===== src/design/agf_pkg.sv =====
// Purpose: Shared constants and types for converter gain and result formatting
// Assumes: Byte-wide special-function-register bus on the system clock
// Notes:   Offsets without a printed address are local choices
package agf_pkg;

  // Register addresses
  localparam logic [7:0] AGF_ADDR_RESULT_LOW  = 8'hBD;
  localparam logic [7:0] AGF_ADDR_RESULT_HIGH = 8'hBE;
  localparam logic [7:0] AGF_ADDR_GAIN_HIGH   = 8'hB4;
  localparam logic [7:0] AGF_ADDR_GAIN_LOW    = 8'hB5;
  localparam logic [7:0] AGF_ADDR_GAIN_ADD    = 8'hB6;
  localparam logic [7:0] AGF_ADDR_FORMAT      = 8'hB7;

  // Reset values
  localparam logic [7:0] AGF_RST_GAIN_HIGH   = 8'hFC;
  localparam logic [7:0] AGF_RST_GAIN_LOW    = 8'h00;
  localparam logic       AGF_RST_GAIN_ADD    = 1'b1;
  localparam logic [7:0] AGF_RST_RESULT      = 8'h00;

  // Field positions
  localparam int AGF_GAIN_ADD_BIT  = 0;
  localparam int AGF_LJST_BIT      = 2;
  localparam int AGF_RPT_LSB       = 0;

  // Arithmetic widths
  localparam int AGF_SAMPLE_W  = 12;
  localparam int AGF_GAIN_W    = 12;
  localparam int AGF_ACC_W     = 16;
  localparam int AGF_GAIN_FRAC = 12;
  localparam int AGF_ADD_SHIFT = 6;

  // Repeat counts
  typedef enum logic [1:0] {
    AGF_RPT_1 = 2'b00,
    AGF_RPT_4 = 2'b01,
    AGF_RPT_8 = 2'b10,
    AGF_RPT_16 = 2'b11
  } agf_rpt_t;

endpackage : agf_pkg


===== src/design/agf_res_if.sv =====
// Purpose: Carries a finished scaled sample from scaler to formatter
// Assumes: Single clock domain
// Notes:   Valid is high for one cycle per sample
`timescale 1ns/1ps
interface agf_res_if;
  logic        valid;
  logic [11:0] sample;
  modport src (output valid, output sample);
  modport dst (input valid, input sample);
endinterface : agf_res_if


===== src/design/agf_formatter.sv =====
// Purpose: Accumulates scaled samples and justifies the result
// Assumes: Repeat and justify settings steady during a sequence
// Notes:   Both result bytes load in the same cycle
`timescale 1ns/1ps
module agf_formatter
  import agf_pkg::*;
(
  // Clock and reset
  input  wire logic       ref_clk_i,
  input  wire logic       rst_n_i,
  // Settings
  input  wire logic [1:0] repeat_count_select_i,
  input  wire logic       left_justify_select_i,
  // Sample in
  agf_res_if.dst          res,
  // Result out
  output logic            done_o,
  output logic [7:0]      result_high_o,
  output logic [7:0]      result_low_o
);

  typedef struct packed {
    logic        done;
    logic [15:0] acc;
    logic [3:0]  count;
    logic [7:0]  high;
    logic [7:0]  low;
  } agf_fmt_state_t;

  agf_fmt_state_t state;
  agf_fmt_state_t next_state;
  logic [3:0]     last_idx;
  logic [15:0]    sum;

  always_comb begin
    next_state      = state;
    next_state.done = 1'b0;
    case (agf_rpt_t'(repeat_count_select_i))
      AGF_RPT_1:  last_idx = 4'h0;
      AGF_RPT_4:  last_idx = 4'h3;
      AGF_RPT_8:  last_idx = 4'h7;
      AGF_RPT_16: last_idx = 4'hF;
      default:    last_idx = 4'h0;
    endcase
    sum = (state.count == 4'h0) ? {4'h0, res.sample} : state.acc + {4'h0, res.sample};
    if (res.valid) begin
      next_state.acc = sum;
      if (state.count == last_idx) begin
        next_state.count = 4'h0;
        next_state.done  = 1'b1;
        if (left_justify_select_i) begin
          next_state.high = sum[11:4]; // RULE8
          next_state.low  = {sum[3:0], 4'h0}; // RULE11
        end else begin
          case (agf_rpt_t'(repeat_count_select_i))
            AGF_RPT_1:  next_state.high = {4'h0, sum[11:8]}; // RULE4
            AGF_RPT_4:  next_state.high = {3'h0, sum[13:9]}; // RULE5
            AGF_RPT_8:  next_state.high = {2'h0, sum[14:9]}; // RULE6
            AGF_RPT_16: next_state.high = sum[15:8]; // RULE7
            default:    next_state.high = sum[15:8];
          endcase
          next_state.low  = sum[7:0]; // RULE10
        end
      end else begin
        next_state.count = state.count + 4'h1;
      end
    end
  end

  always_ff @(posedge ref_clk_i) begin
    if (!rst_n_i) begin
      state <= '0;
    end else begin
      state <= next_state; // RULE12
    end
  end

  assign done_o        = state.done;
  assign result_high_o = state.high;
  assign result_low_o  = state.low;

  right_single_a: assert property (@(posedge ref_clk_i) disable iff (!rst_n_i)
    (done_o && !$past(left_justify_select_i) && $past(repeat_count_select_i) == 2'b00)
    |-> result_high_o[7:4] == 4'h0)
    else $error("single result high nibble not zero"); // RULE4
  right_four_a: assert property (@(posedge ref_clk_i) disable iff (!rst_n_i)
    (done_o && !$past(left_justify_select_i) && $past(repeat_count_select_i) == 2'b01)
    |-> (result_high_o[7:5] == 3'h0 && result_high_o[4:0] == state.acc[13:9]))
    else $error("four sum high bits not zero"); // RULE5
  right_eight_a: assert property (@(posedge ref_clk_i) disable iff (!rst_n_i)
    (done_o && !$past(left_justify_select_i) && $past(repeat_count_select_i) == 2'b10)
    |-> (result_high_o[7:6] == 2'h0 && result_high_o[5:0] == state.acc[14:9]))
    else $error("eight sum high bits not zero"); // RULE6
  right_sixteen_a: assert property (@(posedge ref_clk_i) disable iff (!rst_n_i)
    (done_o && !$past(left_justify_select_i) && $past(repeat_count_select_i) == 2'b11)
    |-> {result_high_o, result_low_o} == state.acc)
    else $error("sixteen sum bytes wrong"); // RULE7 RULE10
  left_low_a: assert property (@(posedge ref_clk_i) disable iff (!rst_n_i)
    (done_o && $past(left_justify_select_i)) |-> result_low_o[3:0] == 4'h0)
    else $error("left justified low nibble not zero"); // RULE11
  bytes_together_a: assert property (@(posedge ref_clk_i) disable iff (!rst_n_i)
    (!done_o && !$past(res.valid, 1)) |-> ($stable(result_high_o) && $stable(result_low_o)))
    else $error("result byte changed outside completion"); // RULE12

endmodule : agf_formatter


===== src/design/agf_scaler.sv =====
// Purpose: Multiplies a raw sample by the programmed gain
// Assumes: Gain word and offset bit are stable around a sample strobe
// Notes:   One cycle of latency, result saturates at full scale
`timescale 1ns/1ps
module agf_scaler
  import agf_pkg::*;
(
  // Clock and reset
  input  wire logic        ref_clk_i,
  input  wire logic        rst_n_i,
  // Gain setting
  input  wire logic [11:0] gain_word_i,
  input  wire logic        gain_offset_add_i,
  // Sample in
  input  wire logic        raw_valid_i,
  input  wire logic [11:0] raw_sample_i,
  // Sample out
  agf_res_if.src           res
);

  typedef struct packed {
    logic        valid;
    logic [11:0] sample;
  } agf_scl_state_t;

  agf_scl_state_t state;
  agf_scl_state_t next_state;
  logic [24:0]    product;
  logic [12:0]    coeff;
  logic [12:0]    scaled;

  always_comb begin
    next_state = state;
    coeff      = {1'b0, gain_word_i} + (gain_offset_add_i ? 13'h0040 : 13'h0000); // RULE2
    product    = {13'h0000, raw_sample_i} * {12'h000, coeff};
    scaled     = product[24:12]; // RULE2
    next_state.valid = raw_valid_i;
    if (raw_valid_i) begin
      next_state.sample = scaled[12] ? 12'hFFF : scaled[11:0];
    end
  end

  always_ff @(posedge ref_clk_i) begin
    if (!rst_n_i) begin
      state <= '0;
    end else begin
      state <= next_state;
    end
  end

  assign res.valid  = state.valid;
  assign res.sample = state.sample;

  unity_gain_a: assert property (@(posedge ref_clk_i) disable iff (!rst_n_i)
    (raw_valid_i && gain_word_i == 12'hFC0 && gain_offset_add_i) |=> (res.sample == $past(raw_sample_i)))
    else $error("unity gain altered sample"); // RULE2

endmodule : agf_scaler


===== src/design/agf_top.sv =====
// Purpose: Converter gain scaling and result formatting with register access
// Assumes: Byte register bus with one-cycle write and read strobes
// Notes:   Reads answer one cycle after the strobe
//
// Summary of operation
// RULE1 - Gain word is high byte plus low[7:4]
// RULE2 - Gain equals word/4096 plus optional 1/64
// RULE3 - Reset gain FC, 00, offset bit set
// RULE4 - Right justify single: high holds bits 11:8
// RULE5 - Right justify four: high holds bits 13:9
// RULE6 - Right justify eight: high holds bits 14:9
// RULE7 - Right justify sixteen: high holds bits 15:8
// RULE8 - Left justify: high holds result bits 11:4
// RULE9 - Software pairs left justify with single only
// RULE10 - Right justify: low holds lower eight bits
// RULE11 - Left justify: low holds bits 3:0 then zeros
// RULE12 - Both result bytes update in one cycle
`timescale 1ns/1ps
module agf_top
  import agf_pkg::*;
(
  // Clock and reset
  input  wire logic       ref_clk_i,
  input  wire logic       rst_n_i,
  // Register bus
  input  wire logic [7:0] reg_addr_i,
  input  wire logic [7:0] reg_wdata_i,
  input  wire logic       reg_wr_i,
  input  wire logic       reg_rd_i,
  output logic [7:0]      reg_rdata_o,
  output logic            reg_hit_o,
  // Converter samples
  input  wire logic       raw_valid_i,
  input  wire logic [11:0] raw_sample_i,
  // Status
  output logic            conv_done_o
);

  typedef struct packed {
    logic [7:0] gain_high;
    logic [7:0] gain_low;
    logic       gain_offset_add;
    logic       left_justify_select;
    logic [1:0] repeat_count_select;
    logic [7:0] result_high;
    logic [7:0] result_low;
    logic [7:0] rdata;
    logic       hit;
    logic       done;
  } agf_top_state_t;

  agf_top_state_t state;
  agf_top_state_t next_state;
  agf_res_if      res_bus ();
  logic           fmt_done;
  logic [7:0]     fmt_high;
  logic [7:0]     fmt_low;
  logic [11:0]    gain_word;

  assign gain_word = {state.gain_high, state.gain_low[7:4]}; // RULE1

  agf_scaler u_scaler (
    .ref_clk_i         (ref_clk_i),
    .rst_n_i           (rst_n_i),
    .gain_word_i       (gain_word),
    .gain_offset_add_i (state.gain_offset_add),
    .raw_valid_i       (raw_valid_i),
    .raw_sample_i      (raw_sample_i),
    .res               (res_bus.src)
  );

  // Software must keep repeat at single when left justified
  agf_formatter u_formatter (
    .ref_clk_i             (ref_clk_i),
    .rst_n_i               (rst_n_i),
    .repeat_count_select_i (state.repeat_count_select),
    .left_justify_select_i (state.left_justify_select), // RULE9
    .res                   (res_bus.dst),
    .done_o                (fmt_done),
    .result_high_o         (fmt_high),
    .result_low_o          (fmt_low)
  );

  always_comb begin
    next_state       = state;
    next_state.done  = fmt_done;
    next_state.hit   = 1'b0;
    next_state.rdata = 8'h00;
    if (fmt_done) begin
      next_state.result_high = fmt_high; // RULE12
      next_state.result_low  = fmt_low; // RULE12
    end
    if (reg_wr_i) begin
      case (reg_addr_i)
        AGF_ADDR_GAIN_HIGH:   next_state.gain_high = reg_wdata_i;
        AGF_ADDR_GAIN_LOW:    next_state.gain_low = {reg_wdata_i[7:4], 4'h0};
        AGF_ADDR_GAIN_ADD:    next_state.gain_offset_add = reg_wdata_i[AGF_GAIN_ADD_BIT];
        AGF_ADDR_FORMAT: begin
          next_state.left_justify_select = reg_wdata_i[AGF_LJST_BIT];
          next_state.repeat_count_select = reg_wdata_i[AGF_RPT_LSB +: 2];
        end
        AGF_ADDR_RESULT_HIGH: if (!fmt_done) next_state.result_high = reg_wdata_i;
        AGF_ADDR_RESULT_LOW:  if (!fmt_done) next_state.result_low = reg_wdata_i;
        default: ;
      endcase
    end
    if (reg_rd_i) begin
      next_state.hit = 1'b1;
      case (reg_addr_i)
        AGF_ADDR_GAIN_HIGH:   next_state.rdata = state.gain_high;
        AGF_ADDR_GAIN_LOW:    next_state.rdata = state.gain_low;
        AGF_ADDR_GAIN_ADD:    next_state.rdata = {7'h00, state.gain_offset_add};
        AGF_ADDR_FORMAT:      next_state.rdata = {5'h00, state.left_justify_select, state.repeat_count_select};
        AGF_ADDR_RESULT_HIGH: next_state.rdata = state.result_high;
        AGF_ADDR_RESULT_LOW:  next_state.rdata = state.result_low;
        default:              next_state.hit = 1'b0;
      endcase
    end
  end

  always_ff @(posedge ref_clk_i) begin
    if (!rst_n_i) begin
      state                     <= '0;
      state.gain_high           <= AGF_RST_GAIN_HIGH; // RULE3
      state.gain_low            <= AGF_RST_GAIN_LOW; // RULE3
      state.gain_offset_add     <= AGF_RST_GAIN_ADD; // RULE3
      state.result_high         <= AGF_RST_RESULT;
      state.result_low          <= AGF_RST_RESULT;
    end else begin
      state <= next_state;
    end
  end

  assign reg_rdata_o = state.rdata;
  assign reg_hit_o   = state.hit;
  assign conv_done_o = state.done;

  reset_gain_a: assert property (@(posedge ref_clk_i)
    $rose(rst_n_i) |-> (state.gain_high == 8'hFC && state.gain_low == 8'h00 && state.gain_offset_add))
    else $error("gain reset values wrong"); // RULE3
  gain_word_a: assert property (@(posedge ref_clk_i) disable iff (!rst_n_i)
    (reg_wr_i && reg_addr_i == AGF_ADDR_GAIN_LOW) |=> gain_word[3:0] == $past(reg_wdata_i[7:4]))
    else $error("gain low nibble not taken"); // RULE1
  result_load_a: assert property (@(posedge ref_clk_i) disable iff (!rst_n_i)
    fmt_done |=> (state.result_high == $past(fmt_high) && state.result_low == $past(fmt_low)))
    else $error("result bytes not loaded together"); // RULE12
  left_high_a: assert property (@(posedge ref_clk_i) disable iff (!rst_n_i)
    (raw_valid_i && state.left_justify_select && state.repeat_count_select == 2'b00
     && gain_word == 12'hFC0 && state.gain_offset_add && !reg_wr_i)
    |-> ##3 state.result_high == $past(raw_sample_i[11:4], 3))
    else $error("left justified high byte wrong"); // RULE8

endmodule : agf_top

===== config.mk =====
export PLATFORM = sky130hd
export DESIGN_NAME = agf_top
export DESIGN_NICKNAME = d
export VERILOG_FILES = /design/src/design/agf_pkg.sv /design/src/design/agf_res_if.sv /design/src/design/agf_formatter.sv /design/src/design/agf_scaler.sv /design/src/design/agf_top.sv
export SDC_FILE = /design/constraint.sdc
export NUM_CORES = 1
export LEC_CHECK = 0
export ABC_AREA = 1
export BUFFER_PORTS_ARGS = -buffer_cell sky130_fd_sc_hd__buf_2
export CORE_AREA = 2 2 205 207
export CTS_CLUSTER_DIAMETER = 60
export DETAILED_ROUTE_END_ITERATION = 12
export DIE_AREA = 0 0 207 209
export MAX_ROUTING_LAYER = met4
export PLACE_DENSITY = 0.43
export SLEW_MARGIN = 20
export SYNTH_ARGS = -nofsm -noshare
export SYNTH_HDL_FRONTEND = slang
export SYNTH_SLANG_ARGS = --single-unit

===== constraint.sdc =====
create_clock -name ref_clk_i -period 7.71 [get_ports ref_clk_i]
set_input_delay 1.542 -clock ref_clk_i [delete_from_list [all_inputs] [get_ports ref_clk_i]]
set_output_delay 1.542 -clock ref_clk_i [all_outputs]
set_load 0.005 [all_outputs]

Yosys cells after proc, flatten, opt, wreduce, memory -nomap -nowiden
Index checks and enable logic that the tools add are counted.
{"block": "classes", "eq_ne": 10, "mux": 16, "addsub": 3, "n_reduce_logical": 10, "multipliers": 1}
{"operator": "2-to-1 mux 16 bit", "n": 4}
{"operator": "equality test 8 bit (second input constant)", "n": 6}
{"operator": "one-hot mux 8 bit (6 select lines)", "n": 1}
{"operator": "2-to-1 mux 8 bit", "n": 4}
{"operator": "one-hot mux 8 bit (4 select lines)", "n": 1}
{"operator": "multiplier 12 x 13 -> 25 bit", "n": 1}
{"operator": "adder 16 x 12 -> 16 bit", "n": 1}
{"operator": "one-hot mux 4 bit (4 select lines)", "n": 1}
{"operator": "AND reduction 2 bit", "n": 7}
{"operator": "adder 12 x 7 -> 13 bit", "n": 1}
{"operator": "2-to-1 mux 12 bit", "n": 1}
{"operator": "2-to-1 mux 7 bit", "n": 1}
{"operator": "OR reduction 6 bit", "n": 1}
{"operator": "adder 4 x 1 -> 4 bit (second input constant)", "n": 1}
{"operator": "equality test 2 bit (second input constant)", "n": 2}
{"operator": "equality test 4 bit", "n": 1}
{"operator": "logical NOT 4 bit", "n": 1}
{"operator": "2-to-1 mux 4 bit", "n": 1}
{"operator": "equality test 2 x 1 -> 1 bit (second input constant)", "n": 1}
{"operator": "logical NOT 2 bit", "n": 1}
{"operator": "2-to-1 mux 1 bit", "n": 2}
{"block": "word_totals", "ff_bits": 92, "in_bits": 33, "output_inout_bits": 10}

Longest topological paths before layout
{"block": "depth", "word_depth": 4, "mapped_depth": 28}

Hierarchy
Synthesis repeated with hierarchy kept, for this count alone.
{"block": "hier_totals", "cells_unflattened": 1559, "hier_area_um2": 10694.0}
{"module": "agf_scaler", "area_each_um2": 5749.3, "instances": 1, "cells_each": 802}
{"module": "agf_formatter", "area_each_um2": 2757.6, "instances": 1, "cells_each": 452}
{"module": "agf_top", "area_each_um2": 2187.1, "instances": 1, "cells_each": 305}

Worst setup path after synthesis
Ideal clock, no wire load.
{"block": "synth_path", "path_type": "in2reg", "start": "input port raw_sample_i[11]", "end": "register u_scaler.state, in the netlist u_scaler.res.sample[8]", "path_slack_ns": 1.693, "setup_ns": 0.121, "required_time_ns": 7.589, "stages": 21, "arrival_ns": 5.896, "cell_sequence": "clkbuf_1 > nand2_1 > fa_1 > fa_1 > inv_1 > fa_1 > fa_1 > inv_1 > fa_1 > inv_1 > ha_1 > a21oi_1 > nand2_1 > nand2_1 > nand3_1 > a21oi_1 > nand2_1 > nand2_1 > inv_1 > nor2_2 > a21oi_1"}
{"block": "synth_via", "elab_chain_cells": 2}
{"element": "start, declared", "line": "agf_top.sv:34", "rtl": "input wire logic [11:0] raw_sample_i,"}
{"element": "multiplier 12 x 13 -> 25 bit", "line": "agf_scaler.sv:35", "rtl": "product = {13'h0000, raw_sample_i} * {12'h000, coeff};"}
{"element": "2-to-1 mux 12 bit", "line": "agf_scaler.sv:39", "rtl": "next_state.sample = scaled[12] ? 12'hFFF : scaled[11:0];"}
{"element": "end signal, assigned", "line": "agf_scaler.sv:47", "rtl": "state <= next_state;"}
{"element": "end, declared", "line": "agf_scaler.sv:26", "rtl": "agf_scl_state_t state;"}
Every way passes these cells.
A chain may end at the register's enable or synchronous reset.

Final worst setup path
{"block": "layout_path", "start": "register state[29] (netlist name)", "end": "register u_scaler.state, in the netlist u_scaler.res.sample[4]"}
{"block": "layout_via", "elab_chain_cells": 4}
{"element": "start, declared", "line": "agf_top.sv:52", "rtl": "agf_top_state_t state;"}
{"element": "start signal, assigned", "line": "agf_top.sv:130", "rtl": "state <= next_state;"}
{"element": "2-to-1 mux 7 bit", "line": "agf_scaler.sv:34", "rtl": "coeff = {1'b0, gain_word_i} + (gain_offset_add_i ? 13'h0040 : 13'h0000);"}
{"element": "adder 12 x 7 -> 13 bit", "line": "agf_scaler.sv:34"}
{"element": "multiplier 12 x 13 -> 25 bit", "line": "agf_scaler.sv:35"}
{"element": "2-to-1 mux 12 bit", "line": "agf_scaler.sv:39"}
Every way passes these cells.

==> results by group <==
Die
  • Initial cell density of the core: 24.6%
  • Chip width: 207 um
  • Ports: 43
  • Die ar.: around 0.043 mm^2
  • Core ar.: roughly 0.041 mm^2
  • Row Count: 75
  • Die height: around 210 um

Synth
  • Post-synthesis sequential element count: 92
  • Post-Synth Simple-Gate Area: 27.2%
  • Netlist cell types: 45
  • Ys flop type: dfxtp_1
  • Compound-cell area share of the yosys netlist: under 10%
  • Largest family of logic cells by synthesized area: adder cells
  • Mapped cell area: 0.0101 mm^2
  • Ys async rst share: 0%
  • Synthesis warning total: 0
  • Post-Synth Adder-Cell Area: 31.0%
  • Post-synthesis cell count: between 1000 and 1500
  • Mux cell area share after synthesis: 0%
  • Post-synth EDFFs: 0
  • XOR/XNOR share of the synthesized area: 1.30%
  • Syn_nets: 1689
  • Sequential share of the synthesized area: 18.2%
  • Syn Area/Cell: between 6 and 7 um^2

Placement
  • Placed cell area: approximately 0.011 mm^2
  • DP HPWL: 23500 um
  • Port bufs: 42
  • Pre-CTS WS: approximately 1.3 ns
  • RD Place Congestion: 0.855
  • Placed insts: 2002

CTS
  • Cts repair resizes: 0
  • TritonCTS clock tree: built
  • Hold Buf Count CTS: 0
  • Post-CTS Setup Bufs: 0
  • Htree depth: 3
  • Max clock buf depth: 2
  • Root Driver: clkbuf_16
  • Worst skew pair latency: 0.35 ns
  • CTS Sinks: 92
  • Clock-pin slew on the worst setup and hold paths: 0.07 ns
  • Number of buffers created by CTS: 9

Cells and area
  • Post-Layout Cell Count: between 2000 and 2500
  • Register Area: between 0.0015 and 0.002 mm^2
  • Area of the multi-input gates: 0.00690 mm^2
  • Fin area: 0.0111 mm^2
  • Most frequent cells in the layout: nand2_1, inv_1, nor2_1
  • Share of cells above drive strength 1: ~5.5%
  • Most common cell after layout, fill and taps aside: nand2_1
  • Nets: between 1500 and 2000
  • FILL cells: 4649
  • Synthesis-to-finish area growth: 9.37%

Global route
  • Initial antenna violation count: 1
  • Total track usage: between 10% and 20%
  • M2 GR Usage: between 20% and 30%
  • First-pass GRT wire length: 48600 um
  • GRT met1 Usage: 19.3%
  • Vias in the first global route: around 9100
  • Met3 GRT Util: 1.53%
  • Largest net degree at the start of global routing: 37
  • GR peak layer: met2
  • Remaining global-route overflow: 0

STA
  • # setup viols final: 0
  • Hold Vio Cnt, Final: 0
  • Relative slew slack: 45.3%
  • Fin crit share: about 80%
  • Pins over their slew limit: 0
  • Layout Skew: 0.0104 ns
  • RSZ-0062 raised after global routing: false
  • Final setup margin: between 1.5 and 2 ns
  • Slew @ Worst Pin: 0.819 ns
  • Setup TNS: 0 ns
  • Fin Hold WS: 0.454 ns
  • Maximum clock rate: 0.162 GHz
  • Final worst path period need: 6.18 ns

Setup path
  • Startpoint Class: register
  • Worst path arrival time: 6.41 ns
  • CP Capture Type: register
  • Max FO, Critical Path: 7
  • Req. time, crit path: 7.94 ns
  • Worst setup path class: reg -> reg

Run
  • Max Cap Violations: 0

Hold path
  • Worst min path class: reg -> reg

Outcome
  • Status: finished, final reports clean

Routing
  • Post-DR vias/cell: 4.35
  • Routed WL: 28500 um
  • Post-route DRC: 0
  • Via count: roughly 8800
  • Drt initial violations: 484
  • Drt wl/cell: 14.1 um
  • Final ANT Viol Nets: 0
  • Drt pass-1 iters: 5

Power and ir drop
  • Max VDD drop: 110 uV
  • Static Leak: 5.85 nW
  • PwrDens: 106 mW/mm^2
[stage by stage]
step                      power (W)  utilization, %
final                       0.00117            26.9
after floorplan            0.000685               -
after global placement     0.000762            26.2
after global routing        0.00124            26.9
after CTS                   0.00119            26.8
after detailed placement   0.000762            26.2
[power by group]
group	total (W)	switching (W)	leakage [nW]	internal (W)
clock network	0.000421	0.000200	0.131	0.000221
registers	0.000511	0.0000176	0.749	0.000493
logic	0.000239	0.000162	4.97	0.0000767
total	0.00117	0.000380	5.85	0.000791
[synth_stat cells, drive strengths merged, types with 4 or more instances]
cell | n | area share (%)
nand2 | 430 | 16
inv | 303 | 11
nor2 | 123 | 4.7
fa | 110 | 22
dfxtp | 92 | 18
ha | 75 | 9.3
nand3 | 67 | 3.5
o21ai | 57 | 2.8
a21oi | 50 | 2.5
clkbuf | 43 | 1.6
nand4 | 21 | 1.3
a31oi | 15 | 0.99
nor3 | 13 | 0.85
buf | 12 | 0.81
xor2 | 11 | 0.95
o211ai | 9 | 0.67
nor4 | 6 | 0.43
a211oi | 4 | 0.30
a221oi | 4 | 0.41
a41oi | 4 | 0.35
nand3b | 4 | 0.30
xnor2 | 4 | 0.35
[per-layer routing]
metal / wire, um / part of all wire [%] / vias to the layer above
li1: - / - / 4500
met1: 14400 / 50 / 4151
met2: 12900 / 45 / 111
met3: 763 / 2.7 / 28
met4: 461 / 1.6 / 0
met5: 0 / 0 / -
[path summary, 6_finish.rpt]
| kind | start | end | slack (ns) | cells after the start |
|---|---|---|---|---|
| setup / recovery | state[29] | u_scaler.res.sample[4] | 1.53 | 21 |
| hold reg to reg | u_formatter.result_high_o[2] | u_formatter.result_high_o[2] | 0.45 | 2 |
| hold / removal | u_formatter.result_high_o[2] | u_formatter.result_high_o[2] | 0.45 | 2 |
| setup reg to reg | state[29] | u_scaler.res.sample[4] | 1.53 | 21 |
[flip-flops by register name, summed over array words and instances (netlist names)]
name and count:
reg_hit_o 1, reg_rdata_o 8, u_formatter.result_high_o 8, gain_word 12, conv_done_o 1, u_scaler.res.sample 12, u_formatter.result_low_o 8, u_scaler.res.valid 1
state 20, u_formatter.done_o 1, u_formatter.state 20
[kinds of logic after synthesis]
logic type / Yosys count
simple gates: 668
buf+inv: 361
fa+ha+maj: 185
compound gates: 150
flops: 92
xor+xnor: 15
[critical path, cell delays in order, from the launching register on]
cell	delay (ns)
dfxtp_1	0.38
ha_1	0.23
ha_1	0.22
xor2_1	0.59
inv_1	0.30
nor2_1	0.20
fa_1	0.46
fa_1	0.53
fa_1	0.52
fa_1	0.57
inv_1	0.06
fa_1	0.54
inv_1	0.04
ha_1	0.35
a21oi_1	0.21
nand3_1	0.14
a21oi_1	0.19
nand2_1	0.07
nand2_1	0.09
inv_1	0.06
nor2_2	0.22
a21oi_1	0.10
[area by class of cell]
type	count	share of cell area, %
multi-input combinational	1018	62.3
tap	539	6.08
timing repair buffer	47	2.23
antenna	1	0.0226
sequential	92	16.6
clock buffer	11	2.10
clock inverter	5	0.339
inverter	306	10.4
Power figures use the tool's default switching activity.
